## config.mk

```make
export PLATFORM = sky130hd
export DESIGN_NAME = scs_conversion_sequencer
export DESIGN_NICKNAME = d
export VERILOG_FILES = /design/src/pkg/scs_pkg.sv /design/src/rtl/scs_conversion_sequencer.sv /design/src/rtl/scs_fifo.sv
export VERILOG_INCLUDE_DIRS = /design/src /design/src/pkg
export SDC_FILE = /design/constraint.sdc
export NUM_CORES = 1
export LEC_CHECK = 0
export ABC_AREA = 1
export CORE_ASPECT_RATIO = 0.8
export CORE_MARGIN = 5
export CORE_UTILIZATION = 26
export DETAILED_ROUTE_END_ITERATION = 6
export DONT_BUFFER_PORTS = 1
export PLACE_DENSITY = 0.44
export SLEW_MARGIN = 20
export SYNTH_ARGS = -nofsm -noshare
export SYNTH_HDL_FRONTEND = slang
export SYNTH_SLANG_ARGS = --single-unit
```

## constraint.sdc

```tcl
create_clock -name clk_sys -period 2.8 [get_ports clk_sys]
set_input_delay 0.56 -clock clk_sys [delete_from_list [all_inputs] [get_ports clk_sys]]
set_output_delay 0.56 -clock clk_sys [all_outputs]
set_load 0.02 [all_outputs]
```

## src/pkg/scs_params.svh

```systemverilog
`ifndef SCS_PARAMS_SVH
`define SCS_PARAMS_SVH

`define SCS_CLK_HZ 125000000
`define SCS_CLK_PERIOD_NS 8
`define SCS_BITS 12
`define SCS_MSB 4'hB
`define SCS_LSB 4'h0
`define SCS_RESULT_INIT 12'hFFF
`define SCS_FIFO_DEPTH 8
`define SCS_DIV_W 8
`define SCS_RATE_GND 2'h0
`define SCS_RATE_5V 2'h1
`define SCS_SLOW_GND_KHZ 600
`define SCS_SLOW_5V_KHZ 720
`define SCS_SLOW_15V_KHZ 880
`define SCS_FAST_GND_KHZ 1500
`define SCS_FAST_5V_KHZ 1800
`define SCS_FAST_15V_KHZ 2200
`define SCS_DIV_CYC(k) ((`SCS_CLK_HZ) / ((k) * 1000))
`define SCS_PULSE_NS 100
`define SCS_PULSE_CYC ((`SCS_PULSE_NS + `SCS_CLK_PERIOD_NS - 1) / `SCS_CLK_PERIOD_NS)
`define SCS_PULSE_W 4
`define SCS_PULSE_LATE 4'h1

`endif

```

## src/pkg/scs_pkg.sv

```systemverilog
`default_nettype none
package scs_pkg;
  typedef enum logic [1:0]
  {
    SCS_IDLE = 2'h0,
    SCS_CONV = 2'h1,
    SCS_PUSH = 2'h3
  } scs_state_type;
endpackage : scs_pkg
`default_nettype wire

```

## src/rtl/scs_conversion_sequencer.sv

```systemverilog
// Summary of operation
// [RULE_01] Twelve-bit approximation register, one decision each.
// [RULE_02] Full conversion within 20 us or 8 us.
// [RULE_03] Host start pulse high at least 100 ns.
// [RULE_04] Start falling edge resets and begins conversion.
// [RULE_05] Status high in reset and conversion, then low.
// [RULE_06] Parallel result held until next start.
// [RULE_07] Serial decisions NRZ, most significant first.
// [RULE_08] Complementary binary or offset binary coding.
// [RULE_09] Clock output gives 100 ns positive pulses.
// [RULE_10] Grounded strap: 600 kHz or 1.5 MHz.
// [RULE_11] Short cycle stops before twelve decisions.
// [RULE_12] Slow part: 10 bits 15 us, 8 bits 10 us.
// [RULE_13] Truncate input tied to bit after last.
// [RULE_14] External clock: N plus one start pulses.
// [RULE_15] Bits decided MSB first, parallel updated each.
`timescale 1ns/1ns
`default_nettype none
`include "scs_params.svh"
module scs_conversion_sequencer (
  input wire logic clk_sys,
  input wire logic resetn,
  input wire logic start_conv,
  input wire logic comp_in,
  input wire logic short_cycle,
  input wire logic [1:0] rate_sel,
  input wire logic fast_variant,
  input wire logic ext_clock_mode,
  output logic [`SCS_BITS-1:0] parallel_q,
  output logic busy_q,
  output logic serial_q,
  output logic clk_out_q,
  output logic result_valid,
  input wire logic result_ready,
  output logic [`SCS_BITS-1:0] result_data
);
  // Every pin but resetn and result_ready passes two flip-flops; the first stage feeds only the second.
  logic [6:0] pin_s1_q, pin_s2_q;
  logic start_prev_q;
  logic start_s, comp_s, short_s, fast_s, ext_s;
  logic [1:0] rate_s;

  scs_pkg::scs_state_type state_q, state_d;
  logic [`SCS_BITS-1:0] parallel_d;
  logic [3:0] bit_q, bit_d;
  logic [`SCS_DIV_W-1:0] div_q, div_d;
  logic [`SCS_PULSE_W-1:0] pulse_q, pulse_d;
  logic serial_d, clk_out_d, busy_d;
  logic start_fall, tick, begin_conv, fifo_ready;

  function automatic logic [`SCS_DIV_W-1:0] div_count(input logic fast, input logic [1:0] rate);
    logic [`SCS_DIV_W-1:0] n;
    if (fast)
    begin
      n = (rate == `SCS_RATE_GND) ? `SCS_DIV_W'(`SCS_DIV_CYC(`SCS_FAST_GND_KHZ)) :
          (rate == `SCS_RATE_5V) ? `SCS_DIV_W'(`SCS_DIV_CYC(`SCS_FAST_5V_KHZ)) :
          `SCS_DIV_W'(`SCS_DIV_CYC(`SCS_FAST_15V_KHZ));
    end
    else
    begin
      n = (rate == `SCS_RATE_GND) ? `SCS_DIV_W'(`SCS_DIV_CYC(`SCS_SLOW_GND_KHZ)) :
          (rate == `SCS_RATE_5V) ? `SCS_DIV_W'(`SCS_DIV_CYC(`SCS_SLOW_5V_KHZ)) :
          `SCS_DIV_W'(`SCS_DIV_CYC(`SCS_SLOW_15V_KHZ));
    end
    return n - 1'b1;
  endfunction : div_count

  always_ff @(posedge clk_sys or negedge resetn)
  begin
    if (!resetn)
    begin
      pin_s1_q <= 7'h00;
      pin_s2_q <= 7'h00;
      start_prev_q <= 1'b0;
    end
    else
    begin
      pin_s1_q <= {ext_clock_mode, fast_variant, rate_sel, short_cycle, comp_in, start_conv};
      pin_s2_q <= pin_s1_q;
      start_prev_q <= pin_s2_q[0];
    end
  end

  always_comb
  begin
    {ext_s, fast_s, rate_s, short_s, comp_s, start_s} = pin_s2_q;
    start_fall = start_prev_q && !start_s;
    // In external mode each start pulse is a bit clock once a conversion runs.
    begin_conv = start_fall && (!ext_s || state_q == scs_pkg::SCS_IDLE); // [RULE_04] [RULE_14]
    tick = ext_s ? (start_fall && !begin_conv) : (div_q == '0); // [RULE_14] [RULE_10]
  end

  always_comb
  begin
    state_d = state_q;
    parallel_d = parallel_q;
    bit_d = bit_q;
    serial_d = serial_q;
    div_d = (div_q == '0) ? div_count(fast_s, rate_s) : div_q - 1'b1; // [RULE_10] [RULE_02] [RULE_12]
    pulse_d = (pulse_q != '0) ? pulse_q - 1'b1 : pulse_q;
    if (begin_conv)
    begin
      // Old result stays up until this moment; the MSB trial shows low.
      state_d = scs_pkg::SCS_CONV; // [RULE_04] [RULE_06]
      parallel_d = `SCS_RESULT_INIT;
      parallel_d[`SCS_MSB] = 1'b0;
      bit_d = `SCS_MSB;
      div_d = div_count(fast_s, rate_s);
      pulse_d = '0;
    end
    else
    begin
      unique case (state_q)
        scs_pkg::SCS_IDLE:
        begin
        end
        scs_pkg::SCS_CONV:
        begin
          // Sampled late in the clock pulse so stale pin levels have settled.
          if (!short_s && pulse_q == `SCS_PULSE_LATE)
          begin
            state_d = scs_pkg::SCS_PUSH; // [RULE_11] [RULE_13]
          end
          else if (tick)
          begin
            // Comparator high gives a one: straight binary coding, not complementary.
            parallel_d[bit_q] = comp_s; // [RULE_01] [RULE_15] [RULE_08]
            serial_d = comp_s; // [RULE_07]
            pulse_d = `SCS_PULSE_W'(`SCS_PULSE_CYC); // [RULE_09]
            if (bit_q == `SCS_LSB)
            begin
              state_d = scs_pkg::SCS_PUSH;
            end
            else
            begin
              parallel_d[bit_q - 1'b1] = 1'b0; // [RULE_15]
              bit_d = bit_q - 1'b1;
            end
          end
        end
        scs_pkg::SCS_PUSH:
        begin
          // A full buffer holds status high rather than losing a result.
          if (fifo_ready)
          begin
            state_d = scs_pkg::SCS_IDLE;
          end
        end
      endcase
    end
    busy_d = (state_d != scs_pkg::SCS_IDLE); // [RULE_05]
    clk_out_d = (pulse_d != '0); // [RULE_09]
  end

  always_ff @(posedge clk_sys or negedge resetn)
  begin
    if (!resetn)
    begin
      state_q <= scs_pkg::SCS_IDLE;
      parallel_q <= `SCS_RESULT_INIT;
      bit_q <= `SCS_MSB;
      div_q <= '0;
      pulse_q <= '0;
      serial_q <= 1'b0;
      clk_out_q <= 1'b0;
      busy_q <= 1'b1; // [RULE_05]
    end
    else
    begin
      state_q <= state_d;
      parallel_q <= parallel_d;
      bit_q <= bit_d;
      div_q <= div_d;
      pulse_q <= pulse_d;
      serial_q <= serial_d;
      clk_out_q <= clk_out_d;
      busy_q <= busy_d;
    end
  end

  scs_fifo #(
    .WIDTH(`SCS_BITS),
    .DEPTH(`SCS_FIFO_DEPTH)
  ) u_fifo (
    .clk_sys(clk_sys),
    .resetn(resetn),
    .in_valid(state_q == scs_pkg::SCS_PUSH && !begin_conv),
    .in_ready(fifo_ready),
    .in_data(parallel_q),
    .out_valid(result_valid),
    .out_ready(result_ready),
    .out_data(result_data)
  );
endmodule : scs_conversion_sequencer
`default_nettype wire

```

## src/rtl/scs_fifo.sv

```systemverilog
`timescale 1ns/1ns
`default_nettype none
module scs_fifo #(
  parameter int WIDTH = 12,
  parameter int DEPTH = 8
) (
  input wire logic clk_sys,
  input wire logic resetn,
  input wire logic in_valid,
  output logic in_ready,
  input wire logic [WIDTH-1:0] in_data,
  output logic out_valid,
  input wire logic out_ready,
  output logic [WIDTH-1:0] out_data
);
  localparam int AW = $clog2(DEPTH);
  logic [WIDTH-1:0] mem_q [DEPTH];
  logic [AW-1:0] wp_q, wp_d, rp_q, rp_d;
  logic [AW:0] cnt_q, cnt_d;
  logic ov_q, ov_d;
  logic [WIDTH-1:0] od_q, od_d;
  logic push, pop;

  // The output word sits in its own register, so the buffer holds one word more than the memory depth.
  always_comb
  begin
    in_ready = (cnt_q != (AW+1)'(DEPTH));
    push = in_valid && in_ready;
    pop = (cnt_q != '0) && (!ov_q || out_ready);
    wp_d = push ? wp_q + 1'b1 : wp_q;
    rp_d = pop ? rp_q + 1'b1 : rp_q;
    cnt_d = cnt_q + (AW+1)'(push) - (AW+1)'(pop);
    ov_d = pop || (ov_q && !out_ready);
    od_d = pop ? mem_q[rp_q] : od_q;
    out_valid = ov_q;
    out_data = od_q;
  end

  always_ff @(posedge clk_sys)
  begin
    if (push)
    begin
      mem_q[wp_q] <= in_data;
    end
  end

  always_ff @(posedge clk_sys or negedge resetn)
  begin
    if (!resetn)
    begin
      wp_q <= '0;
      rp_q <= '0;
      cnt_q <= '0;
      ov_q <= 1'b0;
      od_q <= '0;
    end
    else
    begin
      wp_q <= wp_d;
      rp_q <= rp_d;
      cnt_q <= cnt_d;
      ov_q <= ov_d;
      od_q <= od_d;
    end
  end
endmodule : scs_fifo
`default_nettype wire

```

==> results.toml <==
[clock_tree]
cts_hold_buffers = 1
root_buffer = "clkbuf_16"
cts_made_buffers = 17
post_cts_buffers = 0
clkTransAtPathRegs_ns = 0.07
cts_buffer_depth = 2
cts_num_sinks = 167
cts_resized = 0
cts_tree = "built"
insertion_delay_ns = 0.43
h-tree-depth = 4

[global_route]
grtUsageTotal_pct = 11.1
grt_max_degree = 72
grt-ovfl-total = 0
grt_pass1_vias = 4788
antenna_found_initial = 0
grt_pass1_wl_um = 27200

[critical_path]
reg2reg_depth = 7
r2r_end = "u_fifo.mem_q[6][11]"
endpoint = "u_fifo.mem_q[6][11]"
crit_path_cell_trace = "inv_2 > nand2_4 > nand2_4 > nand2_8 > nand4_4 > or2_4 > nor2_2"
path_depth = 7
start_kind = "flop"
worst-endpoint-arrival_ns = 2.22
max_stage_delay_ns = 0.55
cp_common_cell = "nand2_4"
crit_type = "reg -> reg"
r2r-start = "state_q[0]"
cp.required_ns = 2.86
crit_buf_inv = 1
rrSetupSlack_ns = 0.64
critPathSlowestCell = "nor2_2"
crit_path_max_fanout = 18
crit_path_start = "state_q[0]"
cp-end-kind = "flop"
cp_top_family = "simple AND/OR/NAND/NOR gates"

[route]
ant_nets = 0
vias_per_cell = 4.47
drt_iter0_markers = 311
firstDrtPassIters = 4
num_vias = 4629
wl_per_cell_um = 16.3
drc_errors = 0
wl_um = 16800

[logic_synthesis]
yosysTopAreaCellShare_pct = 40.0
netlist_area_mm2 = 0.00720
yosys-top-cells-area = "edfxtp_1 40%, dfrtp_1 19%, dfstp_2 5.8%"
ys_types = 39
syn_avg_cell_area_um2 = 11.0
synth_edf_count = 96
ys.flop_type = "edfxtp_1"
synth.yosys.seq_area_share_pct = 65.0
syn_inst = 652
yosys.area.top_type = "edfxtp_1"
ys_async_sr_fraction_pct = 42.5
yosysWarnings = 0
yosys_register_bits = 167
synthesis.nets = 679

[power]
p_switching_w = 0.00323
netSwitchingFraction_pct = 38.0
p_leak_nw = 3.11
combPwrFrac_pct = 29.6
power_density_mw_per_mm2 = 1030
max-vdd-ir-drop_v = 0.000576
p_seq_share_pct = 42.9
pwr-share-clk_pct = 27.5
p_int_w = 0.00526

[sta]
hold_viol = 0
fin_crit_sh_pct = 77.3
min_period_ns = 2.16
drv_slew = 0
grt_setup_unrepaired = "false"
slew_headroom_pct = 52.6
fin_skew_ns = 0.0131
tightest_slew_ns = 0.710
hold_ws_ns = 0.00344
fmax_mhz = 462
finalSetupViolCount = 0
fin_setup_tns_ns = 0
fin_ws_ns = 0.636

[floorplan]
core_mm2 = 0.0273
initial_core_util_pct = 26.4
num_rows = 54
num_io_pins = 38
die_h_um = 159
die_w_um = 196
dieArea_mm2 = 0.0312

[run]
max_cap_viol_count = 0

[cells_and_area]
mostFrequentLayoutCells = "108 x nand2_1, 98 x nor2_1, 96 x edfxtp_1, 72 x o21ai_0, 55 x dfrtp_1"
antennaDiodeCount = 0
mostFrequentLayoutCell = "nand2_1"
area_delta_synth_final_pct = 14.3
fin_cells = 1036
drive_gt1_share_pct = 13.1
final_nets = 686

[placed_design]
port_buffers = 0
hpwl_um = 11000
dp_slack_ns = 0.589
dp.cells = 1003
place.gp.congestion = 0.798

[outcome]
outcome = "finished, final reports clean"

[min_path]
worstHoldPathType = "in -> async"
==> cell usage after synthesis (all sizes together), types with 2 or more instances <==
library cell and count:
clkbuf 13, o22ai 2, a21oi 16, xnor2 6, xor2 7, ha 16
o21ai 77, edfxtp 96, o221ai 24, dfstp 16, nand3 33, inv 48
dfrtp 55, nor2 106, nand2 115, buf 12, nand4 2
==> routing by layer <==
layer  up-vias  global-route usage, %  share of wire, %
met5         -                      0                 0
met4         0                   3.17              0.66
met3         7                   3.11               5.2
met2        83                   16.4                44
met1      2294                   15.9                50
li1       2245                      -                 -
==> layout make-up <==
cell class	instances	area (µm²)
inverters	48	180
multi-input cells	412	2220
well taps	364	455
clock inverters	13	146
flip-flops and latches	167	4680
clock buffers	19	433
repair buffers	13	118
fillers	2787	19100
==> power by group through the flow <==
| stage | sequential, W | clock [W] | combinational [W] |
|---|---|---|---|
| after CTS | 0.00365 | 0.00241 | 0.00255 |
| after floorplan | 0.00353 | 0 | 0.00194 |
| after detailed placement | 0.00370 | 0 | 0.00250 |
| after global placement | 0.00369 | 0 | 0.00243 |
| final | 0.00364 | 0.00234 | 0.00251 |
| after global routing | 0.00370 | 0.00251 | 0.00290 |
==> through the flow <==
stage	utilization (%)	power (W)	instance area, µm²
floorplan	-	0.00547	7200
global placement	27.9	0.00611	7630
detailed placement	27.9	0.00621	7630
CTS	30.2	0.00861	8230
global route	30.2	0.00911	8230
finish	30.2	0.00849	8230
==> flip-flops by register name (all words and copies together), names as in the netlist <==
signal / count
div_q: 8
state_q: 2
start_prev_q: 1
clk_out_q: 1
u_fifo.wp_q: 3
u_fifo.mem_q: 96
u_fifo.cnt_q: 4
pin_s1_q: 7
u_fifo.out_data: 12
u_fifo.out_valid: 1
serial_q: 1
pin_s2_q: 7
u_fifo.rp_q: 3
parallel_q: 12
pulse_q: 4
bit_q: 4
busy_q: 1
==> cell families after synthesis <==
family	count (synthesis)	share of synthesized area (%)
AOI/OAI and AO/OA	122	10.2
xor gates and xnor gates	13	1.58
adders and majority gates	17	3.06
buffers and inverters	73	4.22
DFF	167	65.0
and+or+nand+nor	260	15.9
==> how the worst min path moves through the flow <==
| stage | startpoint | slack (ns) | to |
|---|---|---|---|
| 2_1_floorplan | resetn | 0.26 | bit_q[2] |
| 3_3_place_gp | resetn | 0.27 | u_fifo.out_valid |
| 3_5_place_dp | resetn | 0.27 | u_fifo.out_valid |
| 4_1_cts | resetn | 0.01 | u_fifo.out_data[4] |
| 5_1_grt | resetn | 0.02 | u_fifo.out_valid |
| 6_report | resetn | 0.003 | u_fifo.out_valid |
==> worst register-to-register path: cells and delay by family (launching register included) <==
family | cells | cell delay (ns)
buffers and inverters | 1 | 0.07
flip-flops | 1 | 0.48
AND/OR/NAND/NOR | 6 | 1.24
Note: power is estimated with default switching activity, not from simulation.
